**src/hw/psp_defs.svh**
```systemverilog
`ifndef PSP_DEFS_SVH
`define PSP_DEFS_SVH

// ************************************************************
// Sizes
// ************************************************************
`define PSP_NUM_PORTS       4
`define PSP_PD_MAX_BYTES    32
`define PSP_LEN_W           6
`define PSP_ADDR_W          12

// ************************************************************
// Register byte addresses
// ************************************************************
`define PSP_ADDR_MOD_STATUS 12'h000
`define PSP_ADDR_PORT_STAT  12'h004
`define PSP_ADDR_CTRL       12'h008
`define PSP_ADDR_CFG        12'h00C
`define PSP_ADDR_MAP        12'h010
`define PSP_ADDR_PD_LEN     12'h014
`define PSP_ADDR_IRQ_STAT   12'h018
`define PSP_ADDR_IRQ_MASK   12'h01C
`define PSP_ADDR_PD_BASE    12'h100

// ************************************************************
// Field positions
// ************************************************************
`define PSP_MS_EVENT_BIT    0
`define PSP_MS_STATE_LSB    8
`define PSP_MS_STATE_MSB    15
`define PSP_SB_MODE_LSB     0
`define PSP_SB_MODE_MSB     1
`define PSP_SB_LVL_BIT      2
`define PSP_SB_INV_BIT      3
`define PSP_SB_ERR_LSB      4
`define PSP_SB_ERR_MSB      7
`define PSP_CTRL_ACK_BIT    0
`define PSP_CTRL_RELOAD_BIT 1
`define PSP_IRQ_W           3
`define PSP_IRQ_EVENT_BIT   0
`define PSP_IRQ_CYCLE_BIT   1
`define PSP_IRQ_RELOAD_BIT  2

// ************************************************************
// Reset values
// ************************************************************
`define PSP_RST_BYTE        8'h00
`define PSP_RST_WORD        32'h0000_0000
`define PSP_RST_IRQ         3'h0

`endif

```
**src/hw/psp_pkg.sv**
```systemverilog
package psp_pkg;

   typedef enum logic [1:0] {
      PSP_MODE_OFF  = 2'b00,
      PSP_MODE_DIN  = 2'b01,
      PSP_MODE_DOUT = 2'b10,
      PSP_MODE_OPER = 2'b11
   } psp_mode_t;

   typedef enum logic [3:0] {
      PSP_ERR_NONE     = 4'b0000,
      PSP_ERR_WDOG     = 4'b0001,
      PSP_ERR_INTERNAL = 4'b0010,
      PSP_ERR_DEV_ID   = 4'b0011,
      PSP_ERR_VEND_ID  = 4'b0100,
      PSP_ERR_VERSION  = 4'b0101,
      PSP_ERR_FRAME    = 4'b0110,
      PSP_ERR_CYCLE    = 4'b0111,
      PSP_ERR_IN_LEN   = 4'b1000,
      PSP_ERR_OUT_LEN  = 4'b1001,
      PSP_ERR_NO_DEV   = 4'b1010,
      PSP_ERR_PRE_OPERATE_PHASE    = 4'b1011
   } psp_err_t;

   typedef enum logic [1:0] {
      PSP_BUS_IDLE = 2'b00,
      PSP_BUS_RESP = 2'b01
   } psp_bus_t;

endpackage : psp_pkg

```
**src/hw/psp_pd_mem.sv**
```systemverilog
`timescale 1ns/1ps
`default_nettype none
`include "psp_defs.svh"
module psp_pd_mem #(
   parameter int WORDS = 32,
   parameter int AW    = 5
) (
   // Clock and reset
   input  wire logic          core_clk,
   input  wire logic          rst_n,
   // Write side
   input  wire logic          wen,
   input  wire logic [3:0]    wbe,
   input  wire logic [AW-1:0] waddr,
   input  wire logic [31:0]   wdata,
   // Read side
   input  wire logic [AW-1:0] raddr,
   output logic      [31:0]   rdata
);

   wire logic [31:0] rd_lanes;

   if (WORDS < 1 || (1 << AW) < WORDS) begin : g_bad_size
      $error("WORDS must fit the address width");
   end

   // Byte lanes kept apart so each lane has a single writer
   genvar b;
   for (b = 0; b < 4; b++) begin : g_lane
      logic [7:0] lane_q [WORDS];
      logic [7:0] lane_rd_ff;
      always_ff @(posedge core_clk) begin
         if (wen && wbe[b]) begin
            lane_q[waddr] <= wdata[8*b +: 8];
         end
      end
      // Registered read, one cycle after the address
      always_ff @(posedge core_clk or negedge rst_n) begin
         if (!rst_n) begin
            lane_rd_ff <= `PSP_RST_BYTE;
         end else begin
            lane_rd_ff <= lane_q[raddr];
         end
      end
      assign rd_lanes[8*b +: 8] = lane_rd_ff;
   end

   assign rdata = rd_lanes;

endmodule : psp_pd_mem
`default_nettype wire

```
**src/hw/psp_top.sv**
```systemverilog
`timescale 1ns/1ps
`default_nettype none
`include "psp_defs.svh"
module psp_top #(
   parameter int NUM_PORTS    = `PSP_NUM_PORTS,
   parameter int PD_MAX_BYTES = `PSP_PD_MAX_BYTES,
   localparam int PW          = (NUM_PORTS > 1) ? $clog2(NUM_PORTS) : 1,
   localparam int LW          = $clog2(PD_MAX_BYTES)
) (
   // Clock and reset
   input  wire logic                        core_clk,
   input  wire logic                        rst_n,
   // APB slave
   input  wire logic                        psel,
   input  wire logic                        penable,
   input  wire logic                        pwrite,
   input  wire logic [`PSP_ADDR_W-1:0]      paddr,
   input  wire logic [31:0]                 pwdata,
   output logic      [31:0]                 prdata,
   output logic                             pready,
   output logic                             pslverr,
   // Port condition from the link master logic
   input  wire psp_pkg::psp_mode_t          port_mode     [NUM_PORTS],
   input  wire psp_pkg::psp_err_t           port_err      [NUM_PORTS],
   input  wire logic [`PSP_LEN_W-1:0]       port_pd_len   [NUM_PORTS],
   input  wire logic [NUM_PORTS-1:0]        port_halted,
   input  wire logic [NUM_PORTS-1:0]        port_pd_valid,
   input  wire logic [NUM_PORTS-1:0]        port_event,
   // Port pins sampled in plain digital mode
   input  wire logic [NUM_PORTS-1:0]        port_din_pin,
   // Process data byte stream from the link master logic
   input  wire logic                        pd_wr_valid,
   input  wire logic [PW-1:0]               pd_wr_port,
   input  wire logic [LW-1:0]               pd_wr_idx,
   input  wire logic [7:0]                  pd_wr_data,
   // Module state and fieldbus cycle
   input  wire logic [7:0]                  module_state,
   input  wire logic                        fb_cycle,
   // Interrupt
   output logic                             irq
);
   import psp_pkg::*;

   // ************************************************************
   // Derived sizes and parameter checks
   // ************************************************************
   localparam int WPP    = PD_MAX_BYTES / 4;
   localparam int NWORDS = NUM_PORTS * WPP;
   localparam int AW     = $clog2(NWORDS);
   localparam int PD_END = `PSP_ADDR_PD_BASE + NUM_PORTS * PD_MAX_BYTES;

   // Port status word holds four bytes; length field is six bits wide
   if (NUM_PORTS < 1 || NUM_PORTS > 4) begin : g_bad_ports
      $error("NUM_PORTS must be 1 to 4");
   end
   if (PD_MAX_BYTES < 4 || PD_MAX_BYTES > 32 || (PD_MAX_BYTES & (PD_MAX_BYTES - 1)) != 0) begin : g_bad_len
      $error("PD_MAX_BYTES must be a power of two from 4 to 32");
   end
   if (NWORDS < 2) begin : g_bad_words
      $error("process data memory needs at least two words");
   end

   // ************************************************************
   // Declarations
   // ************************************************************
   logic [NUM_PORTS-1:0]  din_meta_ff;
   logic [NUM_PORTS-1:0]  din_sync_ff;
   logic [7:0]            nxt_status_byte [NUM_PORTS];
   logic [7:0]            status_byte_ff  [NUM_PORTS];
   logic [7:0]            module_state_ff;
   logic                  event_ff;
   logic                  nxt_event;
   logic                  event_vis_ff;
   logic [NUM_PORTS-1:0]  cfg_pend_ff;
   logic [NUM_PORTS-1:0]  act_mask_ff;
   logic [`PSP_LEN_W-1:0] act_len_ff [NUM_PORTS];
   logic [`PSP_IRQ_W-1:0] irq_stat_ff;
   logic [`PSP_IRQ_W-1:0] irq_mask_ff;
   logic [`PSP_IRQ_W-1:0] irq_set;
   logic                  irq_ff;
   psp_bus_t              bus_state_ff;
   logic [31:0]           prdata_ff;
   logic                  pready_ff;
   logic                  pslverr_ff;
   logic                  acc_take;
   logic                  wr_commit;
   logic                  ack_wr;
   logic                  reload_wr;
   logic                  any_event;
   logic [31:0]           port_stat_word;
   logic [31:0]           map_word;
   logic [31:0]           len_word;
   logic [31:0]           rd_word;
   logic                  addr_ok;
   logic                  pd_hit;
   logic [`PSP_ADDR_W-1:0] pd_off;
   logic [PW-1:0]         rd_port;
   logic [LW-1:0]         rd_byte;
   logic [31:0]           pd_word;
   logic [31:0]           mem_rdata;
   logic                  mem_wen;
   logic [3:0]            mem_wbe;
   logic [AW-1:0]         mem_waddr;
   logic [AW-1:0]         mem_raddr;

   // ************************************************************
   // Pin synchroniser for digital input level
   // ************************************************************
   always_ff @(posedge core_clk or negedge rst_n) begin
      if (!rst_n) begin
         din_meta_ff <= '0;
         din_sync_ff <= '0;
      end else begin
         din_meta_ff <= port_din_pin;
         din_sync_ff <= din_meta_ff;
      end
   end

   // ************************************************************
   // Per-port status byte
   // ************************************************************
   genvar p;
   for (p = 0; p < NUM_PORTS; p++) begin : g_port
      always_comb begin
         nxt_status_byte[p] = `PSP_RST_BYTE;
         nxt_status_byte[p][`PSP_SB_MODE_MSB:`PSP_SB_MODE_LSB] = port_mode[p];
         // Level bit means input level in plain mode, halt otherwise
         if (port_mode[p] == PSP_MODE_DIN || port_mode[p] == PSP_MODE_DOUT) begin
            nxt_status_byte[p][`PSP_SB_LVL_BIT] = din_sync_ff[p];
         end else begin
            nxt_status_byte[p][`PSP_SB_LVL_BIT] = port_halted[p];
         end
         nxt_status_byte[p][`PSP_SB_INV_BIT] = ~port_pd_valid[p];
         // Codes above the defined set fold into internal error
         if (port_err[p] > PSP_ERR_PRE_OPERATE_PHASE) begin
            nxt_status_byte[p][`PSP_SB_ERR_MSB:`PSP_SB_ERR_LSB] = PSP_ERR_INTERNAL;
         end else begin
            nxt_status_byte[p][`PSP_SB_ERR_MSB:`PSP_SB_ERR_LSB] = port_err[p];
         end
      end

      // Snapshot per fieldbus cycle keeps the four bytes coherent
      always_ff @(posedge core_clk or negedge rst_n) begin
         if (!rst_n) begin
            status_byte_ff[p] <= `PSP_RST_BYTE;
         end else if (fb_cycle) begin
            status_byte_ff[p] <= nxt_status_byte[p];
         end
      end

      // Active mapping changes only on reload
      always_ff @(posedge core_clk or negedge rst_n) begin
         if (!rst_n) begin
            act_len_ff[p] <= '0;
         end else if (reload_wr) begin
            if (!cfg_pend_ff[p]) begin
               act_len_ff[p] <= '0;
            end else if (port_pd_len[p] > `PSP_LEN_W'(PD_MAX_BYTES)) begin
               act_len_ff[p] <= `PSP_LEN_W'(PD_MAX_BYTES);
            end else begin
               act_len_ff[p] <= port_pd_len[p];
            end
         end
      end
   end

   always_comb begin
      port_stat_word = `PSP_RST_WORD;
      map_word       = `PSP_RST_WORD;
      len_word       = `PSP_RST_WORD;
      for (int i = 0; i < NUM_PORTS; i++) begin
         port_stat_word[8*i +: 8] = status_byte_ff[i];
         map_word[i]              = act_mask_ff[i];
         len_word[8*i +: 8]       = 8'(act_len_ff[i]);
      end
   end

   // ************************************************************
   // Module status and event flag
   // ************************************************************
   assign any_event = |port_event;

   // A new event in the acknowledge cycle keeps the flag set
   always_comb begin
      nxt_event = event_ff;
      if (ack_wr) begin
         nxt_event = 1'b0;
      end
      if (any_event) begin
         nxt_event = 1'b1;
      end
   end

   always_ff @(posedge core_clk or negedge rst_n) begin
      if (!rst_n) begin
         event_ff <= 1'b0;
      end else begin
         event_ff <= nxt_event;
      end
   end

   always_ff @(posedge core_clk or negedge rst_n) begin
      if (!rst_n) begin
         event_vis_ff    <= 1'b0;
         module_state_ff <= `PSP_RST_BYTE;
      end else if (fb_cycle) begin
         event_vis_ff    <= nxt_event;
         module_state_ff <= module_state;
      end else if (ack_wr) begin
         event_vis_ff    <= nxt_event;
      end
   end

   // ************************************************************
   // Configuration and mapping
   // ************************************************************
   always_ff @(posedge core_clk or negedge rst_n) begin
      if (!rst_n) begin
         cfg_pend_ff <= '0;
      end else if (wr_commit && paddr == `PSP_ADDR_CFG) begin
         cfg_pend_ff <= pwdata[NUM_PORTS-1:0];
      end
   end

   // Empty mask: only the two status objects are mapped
   always_ff @(posedge core_clk or negedge rst_n) begin
      if (!rst_n) begin
         act_mask_ff <= '0;
      end else if (reload_wr) begin
         act_mask_ff <= cfg_pend_ff;
      end
   end

   // ************************************************************
   // Interrupts
   // ************************************************************
   always_comb begin
      irq_set                      = `PSP_RST_IRQ;
      irq_set[`PSP_IRQ_EVENT_BIT]  = any_event;
      irq_set[`PSP_IRQ_CYCLE_BIT]  = fb_cycle;
      irq_set[`PSP_IRQ_RELOAD_BIT] = reload_wr;
   end

   // Write one to clear; a set in the same cycle wins
   always_ff @(posedge core_clk or negedge rst_n) begin
      if (!rst_n) begin
         irq_stat_ff <= `PSP_RST_IRQ;
      end else if (wr_commit && paddr == `PSP_ADDR_IRQ_STAT) begin
         irq_stat_ff <= (irq_stat_ff & ~pwdata[`PSP_IRQ_W-1:0]) | irq_set;
      end else begin
         irq_stat_ff <= irq_stat_ff | irq_set;
      end
   end

   always_ff @(posedge core_clk or negedge rst_n) begin
      if (!rst_n) begin
         irq_mask_ff <= `PSP_RST_IRQ;
      end else if (wr_commit && paddr == `PSP_ADDR_IRQ_MASK) begin
         irq_mask_ff <= pwdata[`PSP_IRQ_W-1:0];
      end
   end

   always_ff @(posedge core_clk or negedge rst_n) begin
      if (!rst_n) begin
         irq_ff <= 1'b0;
      end else begin
         irq_ff <= |(irq_stat_ff & irq_mask_ff);
      end
   end

   // ************************************************************
   // Process data memory
   // ************************************************************
   assign mem_wen   = pd_wr_valid && (int'(pd_wr_port) < NUM_PORTS);
   assign mem_wbe   = 4'h1 << pd_wr_idx[1:0];
   assign mem_waddr = AW'(int'(pd_wr_port) * WPP + int'(pd_wr_idx >> 2));
   assign pd_off    = paddr - `PSP_ADDR_PD_BASE;
   assign mem_raddr = pd_off[AW+1:2];
   assign rd_port   = PW'(int'(pd_off) / PD_MAX_BYTES);
   assign rd_byte   = pd_off[LW-1:0];
   assign pd_hit    = (paddr >= `PSP_ADDR_PD_BASE) && (int'(paddr) < PD_END) && (paddr[1:0] == 2'b00);

   psp_pd_mem #(
      .WORDS (NWORDS),
      .AW    (AW)
   ) u_pd_mem (
      .core_clk (core_clk),
      .rst_n    (rst_n),
      .wen      (mem_wen),
      .wbe      (mem_wbe),
      .waddr    (mem_waddr),
      .wdata    ({4{pd_wr_data}}),
      .raddr    (mem_raddr),
      .rdata    (mem_rdata)
   );

   // Bytes past the active length, or of unmapped ports, read zero
   always_comb begin
      pd_word = `PSP_RST_WORD;
      if (pd_hit && act_mask_ff[rd_port]) begin
         for (int b = 0; b < 4; b++) begin
            if (int'(rd_byte) + b < int'(act_len_ff[rd_port])) begin
               pd_word[8*b +: 8] = mem_rdata[8*b +: 8];
            end
         end
      end
   end

   // ************************************************************
   // APB slave
   // ************************************************************
   assign acc_take  = (bus_state_ff == PSP_BUS_RESP) && psel && penable;
   assign wr_commit = acc_take && pwrite && !pslverr_ff;
   assign ack_wr    = wr_commit && paddr == `PSP_ADDR_CTRL && pwdata[`PSP_CTRL_ACK_BIT];
   assign reload_wr = wr_commit && paddr == `PSP_ADDR_CTRL && pwdata[`PSP_CTRL_RELOAD_BIT];

   always_comb begin
      rd_word = `PSP_RST_WORD;
      addr_ok = 1'b1;
      if (paddr == `PSP_ADDR_MOD_STATUS) begin
         rd_word[`PSP_MS_EVENT_BIT] = event_vis_ff;
         rd_word[`PSP_MS_STATE_MSB:`PSP_MS_STATE_LSB] = module_state_ff;
      end else if (paddr == `PSP_ADDR_PORT_STAT) begin
         rd_word = port_stat_word;
      end else if (paddr == `PSP_ADDR_CTRL) begin
         rd_word = `PSP_RST_WORD;
      end else if (paddr == `PSP_ADDR_CFG) begin
         rd_word[NUM_PORTS-1:0] = cfg_pend_ff;
      end else if (paddr == `PSP_ADDR_MAP) begin
         rd_word = map_word;
      end else if (paddr == `PSP_ADDR_PD_LEN) begin
         rd_word = len_word;
      end else if (paddr == `PSP_ADDR_IRQ_STAT) begin
         rd_word[`PSP_IRQ_W-1:0] = irq_stat_ff;
      end else if (paddr == `PSP_ADDR_IRQ_MASK) begin
         rd_word[`PSP_IRQ_W-1:0] = irq_mask_ff;
      end else if (pd_hit) begin
         rd_word = pd_word;
      end else begin
         addr_ok = 1'b0;
      end
   end

   // One wait state lets the memory read settle behind a register
   always_ff @(posedge core_clk or negedge rst_n) begin
      if (!rst_n) begin
         bus_state_ff <= PSP_BUS_IDLE;
         pready_ff    <= 1'b0;
         pslverr_ff   <= 1'b0;
         prdata_ff    <= `PSP_RST_WORD;
      end else begin
         case (bus_state_ff)
            PSP_BUS_IDLE: begin
               if (psel && penable) begin
                  bus_state_ff <= PSP_BUS_RESP;
                  pready_ff    <= 1'b1;
                  pslverr_ff   <= ~addr_ok;
                  prdata_ff    <= (pwrite || !addr_ok) ? `PSP_RST_WORD : rd_word;
               end
            end
            PSP_BUS_RESP: begin
               bus_state_ff <= PSP_BUS_IDLE;
               pready_ff    <= 1'b0;
               pslverr_ff   <= 1'b0;
               prdata_ff    <= `PSP_RST_WORD;
            end
            default: begin
               bus_state_ff <= PSP_BUS_IDLE;
               pready_ff    <= 1'b0;
            end
         endcase
      end
   end

   // ************************************************************
   // Outputs
   // ************************************************************
   // Slave toward the controller, master logic feeds the port inputs
   assign prdata  = prdata_ff;
   assign pready  = pready_ff;
   assign pslverr = pslverr_ff;
   assign irq     = irq_ff;

endmodule : psp_top
`default_nettype wire

```
**config.mk**
```make
export PLATFORM = sky130hd
export DESIGN_NAME = psp_top
export DESIGN_NICKNAME = d
export VERILOG_FILES = /design/src/hw/psp_pkg.sv /design/src/hw/psp_pd_mem.sv /design/src/hw/psp_top.sv
export VERILOG_INCLUDE_DIRS = /design/src /design/src/hw
export SDC_FILE = /design/constraint.sdc
export NUM_CORES = 1
export LEC_CHECK = 0
export BUFFER_PORTS_ARGS = -buffer_cell sky130_fd_sc_hd__buf_2
export CAP_MARGIN = 20
export CORE_MARGIN = 1
export CORE_UTILIZATION = 35
export CTS_CLUSTER_SIZE = 12
export DETAILED_ROUTE_END_ITERATION = 10
export PLACE_DENSITY_LB_ADDON = 0.3
export SYNTH_ARGS = -nofsm -noshare
export SYNTH_HDL_FRONTEND = slang
export SYNTH_SLANG_ARGS = --single-unit
```
**constraint.sdc**
```tcl
create_clock -name core_clk -period 5.65 [get_ports core_clk]
set_clock_uncertainty 0.05 [all_clocks]
set_input_delay 0.565 -clock core_clk [delete_from_list [all_inputs] [get_ports core_clk]]
set_output_delay 0.565 -clock core_clk [all_outputs]
set_load 0.02 [all_outputs]
```
# == Yosys cells after proc, flatten, opt, wreduce, memory -nomap -nowiden ==
# Memories as Yosys holds them, arrays and structs flattened. A register that Yosys moved wholly into a read port is not among the register bits.
# Cells that the tools add are included.
# totals
regBits,125
mem_bits_rw,1024
wordCells,185
mem_count,4
input_bits,138
out_inout_bits,35
# op_classes
mux,72
n_eq_ne,17
n_reduce_logical,37
addsub,5
n_shift,1
bitwise,11
n_lt_le_gt_ge,16
# mem_list
memory,depth,word_bits,read_ports,rd_ports_with_merged_regs,write_ports,line,text
u_pd_mem.g_lane[0].lane_q,32,8,1,1,1,psp_pd_mem.sv:30,logic [7:0] lane_q [WORDS];
u_pd_mem.g_lane[1].lane_q,32,8,1,1,1,psp_pd_mem.sv:30,
u_pd_mem.g_lane[2].lane_q,32,8,1,1,1,psp_pd_mem.sv:30,
u_pd_mem.g_lane[3].lane_q,32,8,1,1,1,psp_pd_mem.sv:30,
# ops
cell,count
32-bit two-way mux,8
32-bit case mux with 2 select lines,1
6-bit two-way mux,10
29-bit two-way mux,2
"12-bit by 5-bit equality test with 1-bit output, second input constant",4
8-bit two-way mux,5
1-bit two-way mux,30
28-bit two-way mux,1
"12-bit by 4-bit equality test with 1-bit output, second input constant",2
"6-bit > comparator, second input constant",4
4-bit two-way mux,5
1-bit logical AND,18
6-bit less-than comparator,3
"4-bit > comparator, second input constant",4
16-bit two-way mux,1
"5-bit by 2-bit adder with 6-bit output, second input constant",2
6-bit binary-select mux with 2-bit select,1
"12-bit by 3-bit equality test with 1-bit output, second input constant",1
"12-bit by 9-bit greater-or-equal comparator with 1-bit output, second input constant",1
12-bit zero test,1
"12-bit by 9-bit less-than comparator with 1-bit output, second input constant",1
"2-bit by 1-bit equality test with 1-bit output, second input constant",5
3-bit two-way mux,3
"2-bit equality test, second input constant",4
other kinds (24),42

# == Logic depth before layout (Yosys ltp) ==
# logic_depth
word_depth,20
ltp_mapped,13
ltp_nobuf,9

# == Modules after synthesis ==
# A second synthesis with hierarchy kept.
# unflattened
cells_unflattened,3041
area_unflattened_um2,47780.8
# modules_own_cells
module,seq_area_each_um2,cells_each,n_inst,area_each_um2
psp_pd_mem,31550.3,2406,1,41192.0
psp_top,3078.0,635,1,6588.8

# == Worst setup path after synthesis ==
# Ideal clock, no wire load.
# synth_path
path_kind,in2reg
from,input paddr[5]
to,register prdata_ff[10] (netlist: prdata[10])
setup_slack_ps,2416
setup_time_ps,83
path_stages,11
t_required_ps,5517
arrival_time_ps,3101
n_path_buf,3
cell_sequence,buf_2 > buf_1 > mux4_2 > inv_1 > ha_1 > and3_1 > o21ai_0 > nor4bb_1 > clkbuf_1 > a22oi_1 > o21ai_0
# synth_via
elab_chain_len,20
word_cells_on_any_way,46
cone_classes,1 x add/sub; 3 x order compare; 7 x eq/ne; 28 x mux; 1 x bitwise; 6 x reduce/logical
# synth_lines
element,line,text
"start, declared",psp_top.sv:17,"input wire logic [`PSP_ADDR_W-1:0] paddr,"
7-bit by 1-bit subtractor with 7-bit output (no line),n/a,
2-bit inverter with 3-bit output (implied by the code),psp_top.sv:302,if (int'(rd_byte) + b < int'(act_len_ff[rd_port])) begin
6-bit binary-select mux with 2-bit select,psp_top.sv:302,
6-bit two-way mux (implied by the code) (2 in series),psp_top.sv:302,
6-bit less-than comparator,psp_top.sv:302,
8-bit two-way mux,psp_top.sv:302,
32-bit two-way mux,psp_top.sv:300,if (pd_hit && act_mask_ff[rd_port]) begin
32-bit two-way mux,psp_top.sv:337,end else if (pd_hit) begin
[... 3 more ...],n/a,
32-bit two-way mux,psp_top.sv:329,end else if (paddr == `PSP_ADDR_MAP) begin
28-bit two-way mux,psp_top.sv:327,end else if (paddr == `PSP_ADDR_CFG) begin
32-bit two-way mux,psp_top.sv:325,end else if (paddr == `PSP_ADDR_CTRL) begin
32-bit two-way mux,psp_top.sv:323,end else if (paddr == `PSP_ADDR_PORT_STAT) begin
8-bit two-way mux,psp_top.sv:320,if (paddr == `PSP_ADDR_MOD_STATUS) begin
32-bit two-way mux (*),psp_top.sv:358,prdata_ff <= (pwrite || !addr_ok) ? `PSP_RST_WORD : rd_word;
32-bit two-way mux (*),psp_top.sv:354,if (psel && penable) begin
32-bit case mux with 2 select lines (*),psp_top.sv:352,case (bus_state_ff)
"end signal, assigned",psp_top.sv:350,prdata_ff <= `PSP_RST_WORD;
"end signal, assigned",psp_top.sv:358,
"end signal, assigned",psp_top.sv:365,prdata_ff <= `PSP_RST_WORD;
"end, declared",psp_top.sv:82,logic [31:0] prdata_ff;
# Every way passes the cells marked *; elsewhere a longest branch is shown, timed or not. The select of a mux whose other input is x is not followed.
# A chain may end at the register's enable or synchronous reset.

# == Worst setup path in the final report ==
# layout_path
from,input paddr[3]
to,register prdata_ff[7] (netlist: prdata[7])
# layout_via
elab_chain_len,20
word_cells_on_any_way,46
cone_classes,1 x add/sub; 3 x order compare; 7 x eq/ne; 28 x mux; 1 x bitwise; 6 x reduce/logical
# layout_lines
element,line
7-bit by 1-bit subtractor with 7-bit output (no line),n/a
2-bit inverter with 3-bit output (implied by the code),psp_top.sv:302
6-bit binary-select mux with 2-bit select,psp_top.sv:302
6-bit two-way mux (implied by the code) (2 in series),psp_top.sv:302
5-bit by 6-bit less-than comparator with 1-bit output,psp_top.sv:302
8-bit two-way mux,psp_top.sv:302
32-bit two-way mux,psp_top.sv:300
32-bit two-way mux,psp_top.sv:337
[... 3 more ...],n/a
32-bit two-way mux,psp_top.sv:329
28-bit two-way mux,psp_top.sv:327
32-bit two-way mux,psp_top.sv:325
32-bit two-way mux,psp_top.sv:323
7-bit two-way mux,psp_top.sv:320
32-bit two-way mux (*),psp_top.sv:358
32-bit two-way mux (*),psp_top.sv:354
32-bit case mux with 2 select lines (*),psp_top.sv:352
# Marks and branches as above.

==> summary.txt <==
Outcome
  – Run status: completed

Synth
  – Post-synth EDFFs: 1,024
  – Number of warnings reported in the yosys synthesis log: 0
  – Number of synthesized register bits: 1,179
  – Total standard cell area after synthesis: 0.0469 mm2
  – Async set-reset flop share out of synthesis: 13.1%
  – Dominant register cell in the synthesized netlist: sky130_fd_sc_hd__edfxtp_1
  – Top post-synthesis cells by area: sky130_fd_sc_hd__edfxtp_1 66%, sky130_fd_sc_hd__mux4_2 13%, sky130_fd_sc_hd__dfrtp_1 8.3%, sky130_fd_sc_hd__mux2i_1 2.9%, sky130_fd_sc_hd__nor2_1 1.4%
  – Synthesized area per cell: 19.5 um2
  – Most frequently used cell type in the post-synthesis netlist: sky130_fd_sc_hd__edfxtp_1
  – Fraction of synthesized cell area taken by the top area cell type: 65.6%
  – Number of standard cells after synthesis: 2,406
  – Share of synthesized area occupied by flip-flops and latches: 73.9%
  – Net count of the mapped netlist: 2,568
  – Commonest cells post-synth: 1,024 x sky130_fd_sc_hd__edfxtp_1, 262 x sky130_fd_sc_hd__mux4_2, 175 x sky130_fd_sc_hd__nor2_1
  – Yosys top cell by area: sky130_fd_sc_hd__edfxtp_1
  – Number of distinct library cells after synthesis: 65

Route
  – Residual DRC: 0
  – Average vias per placed instance: 5.36
  – Iter 0 DRT Violations: 2,702
  – Number of detailed-route iterations in the first pass: 7
  – Total number of vias: 23,700
  – Average wire length per cell after detail routing: 25.0 um
  – Post-route ant nets: 0
  – Total Routed Length: 110,000 um

Worst setup path
  – Type of element launching the critical path: input pin
  – Maximum fanout count along the critical path: 78
  – Endpoint class of the critical path: flop
  – Data arrival time of the worst path: 3.52 ns
  – Most used cell along the critical path: sky130_fd_sc_hd__a21o_1
  – Required time of the critical path: 6.21 ns
  – CP peak stage delay: 0.75 ns
  – Slowest cell on crit path: sky130_fd_sc_hd__buf_4
  – Type of the worst setup path: in2reg
  – Cell class contributing the biggest share of worst-path delay: buffers and inverters
  – Critical path cell sequence: buf_8, buf_4, ha_1, a21o_1, a211oi_1, a221o_1, and3_1, a21o_1
  – Worst path buffer plus inverter count: 2

Floorplan
  – Placeable Area: 0.132 mm2
  – Row Count: 133
  – Die boundary height: 368 um
  – Die Footprint: 0.135 mm2
  – Number of placed I/O pins: 173
  – Initial standard-cell utilization of the core: 35.5%
  – Chip Width: 368 um

Clock tree
  – CTS H-Tree Depth: 3
  – Clock Root Buffer: sky130_fd_sc_hd__clkbuf_16
  – TritonCTS clock tree: built
  – Clock Latency Late Sink: 0.72 ns
  – CTS sink count: 1,179
  – Clk pin slew, worst setup/hold paths: 0.06 ns
  – CTS Buffer Depth: 3
  – Number of buffers inserted during clock tree synthesis: 118

Layout
  – Filler cell count: 11,800
  – Number of nets in the finished design: 2,740
  – Sequential cell area: 0.0346 mm2
  – Final core utilization: 40.2%
  – Layout Area Growth over Synthesis: 13.3%
  – Non-filler cells, final: 4,416
  – Total area of multi-input combinational cells: 0.0116 mm2
  – Share of final-layout standard cells stronger than drive strength 1: 24.3%

Power and ir drop
  – Total power: 17.6 mW
  – Lkg Pwr: 17.6 nW
  – Power per cell area: 331 mW/mm2
  – Worst supply voltage drop on vdd: 0.000251 V

STA
  – Transition time of the tightest slew-check pin: 1.08 ns
  – Final critical-path share of the clock period: 52.4%
  – Final total negative setup slack: 0 ns
  – Setup Viol. Count Final: 0
  – Final-report hold violation count: 0
  – Min setup slack post-route: 2.69 ns
  – Final worst path period need: 2.96 ns
  – Max-slew violation total from the final report: 0
  – Relative slew margins: 28.1%
  – Fmax: 0.338 GHz
  – Unrepaired setup endpoints after global routing: no

Place
  – Total half-perimeter wirelength after legalization and detailed placement: 70,300 um
  – Number of placed instances, taps included: 4,201
  – Global placer's final weighted congestion: 0.874
  – I/O Buffers: 144
  – Post-placement setup slack: 1.98 ns

GRT
  – Global-route wire length before repair: 164,000 um
  – Overflow left after global routing: 0
  – Global-route usage over all layers: 16.3%
  – Number of antenna violations at the first check in global routing: 10
  – Vias in the first global route: 24,200
  – Maximum number of pins on one net before global-route repair: 97

Min path
  – Hold Path Class: in2reg

Flow run
  – Max-capacitance violation count: 0
flip-flops by register name, indices dropped and copies added, names as in the netlist, 3 cells and up:
register                    count
u_pd_mem.g_lane.lane_q       1024
act_mask_ff                     4
din_meta_ff                     4
module_state_ff                 8
act_len_ff                     24
port_stat_word                 32
din_sync_ff                     4
irq_stat_ff                     3
irq_mask_ff                     3
u_pd_mem.g_lane.lane_rd_ff     32
prdata                         32
cfg_pend_ff                     4
stage by stage:
stage	instance area, um2	hold slack, ns
finish	53100	0.0482
detailed placement	49600	0.288
global placement	49600	0.283
floorplan	46900	0.219
CTS	53100	0.0000119
global route	53100	0.00638
worst register-to-register path: stages, from the launching register on:
cell	delay [ns]
sky130_fd_sc_hd__dfrtp_1	0.46
sky130_fd_sc_hd__mux4_2	0.49
sky130_fd_sc_hd__inv_1	0.19
sky130_fd_sc_hd__ha_1	0.30
sky130_fd_sc_hd__a21o_1	0.18
sky130_fd_sc_hd__a211oi_1	0.27
sky130_fd_sc_hd__a221o_1	0.30
sky130_fd_sc_hd__and3_1	0.37
sky130_fd_sc_hd__a21o_1	0.17
report_power, final:
part	internal [mW]	leakage [nW]	switching (mW)
sequential	9.56	11.2	0.0415
combinational	0.348	4.83	0.594
clock	3.88	1.64	3.16
layout make-up:
cell class | count | share of cell area (%)
diodes | 1 | 0.00471
clock inverters | 45 | 0.525
inverters | 27 | 0.191
repair buffers | 191 | 2.25
clock buffers | 157 | 5.87
flip-flops and latches | 1179 | 65.2
well taps | 1755 | 4.13
multi-input cells | 1061 | 21.8
placed cells by master, fill, tap and decap left out, drive strengths merged, types with 13 or more instances in the layout:
cell	instances
a22o	39
buf	178
o21ai	42
ha	24
a22oi	23
nor2	175
a221o	13
mux4	262
dfrtp	155
edfxtp	1024
a21oi	29
nor2b	17
mux2i	135
nand4	28
mux2	30
a21o	15
clkinv	39
a21bo	24
clkbuf	158
inv	31
a221oi	34
nand2	68
cells by family (layout without fill, tap and decap cells):
| group | Yosys count | in the layout | share of synthesized area, % |
|---|---|---|---|
| fa+ha+maj | 24 | 24 | 0.640 |
| other cells | 0 | 1 | 0 |
| buf+inv | 166 | 420 | 1.45 |
| flops | 1179 | 1179 | 73.9 |
| xor+xnor | 12 | 12 | 0.224 |
| simple gates | 350 | 350 | 3.58 |
| compound gates | 248 | 248 | 4.06 |
| mux | 427 | 427 | 16.2 |
layer usage:
layer / part of all wire (%) / vias up / global-route usage, %
met2: 47 / 870 / 25.7
met1: 44 / 12500 / 23.2
met5: 0 / - / 0
met4: 2.6 / 0 / 4.40
li1: - / 10100 / -
met3: 6.3 / 172 / 2.75
path summary, 6_finish.rpt:
kind	cells past startpoint	to	slack, ns	from
worst max-delay path	8	prdata[7]	2.69	paddr[3]
worst min-delay path	2	module_state_ff[1]	0.05	module_state[1]
worst max register to register	8	prdata[7]	2.77	act_len_ff[15]
worst min register to register	0	din_sync_ff[1]	0.31	din_meta_ff[1]
max in group asynchronous	3	u_pd_mem.g_lane[3].lane_rd_ff[3]	3.70	rst_n
min in group asynchronous	2	prdata[0]	0.49	rst_n
timing repair:
| item | 4_1_cts | 5_1_grt |
|---|---|---|
| setup buffers | 0 | 0 |
| hold buffers | 12 | 0 |
| hold endpoints to repair | 106 | 0 |
| resized for setup | 0 | 0 |
Note: power is estimated with default switching activity, not from simulation.
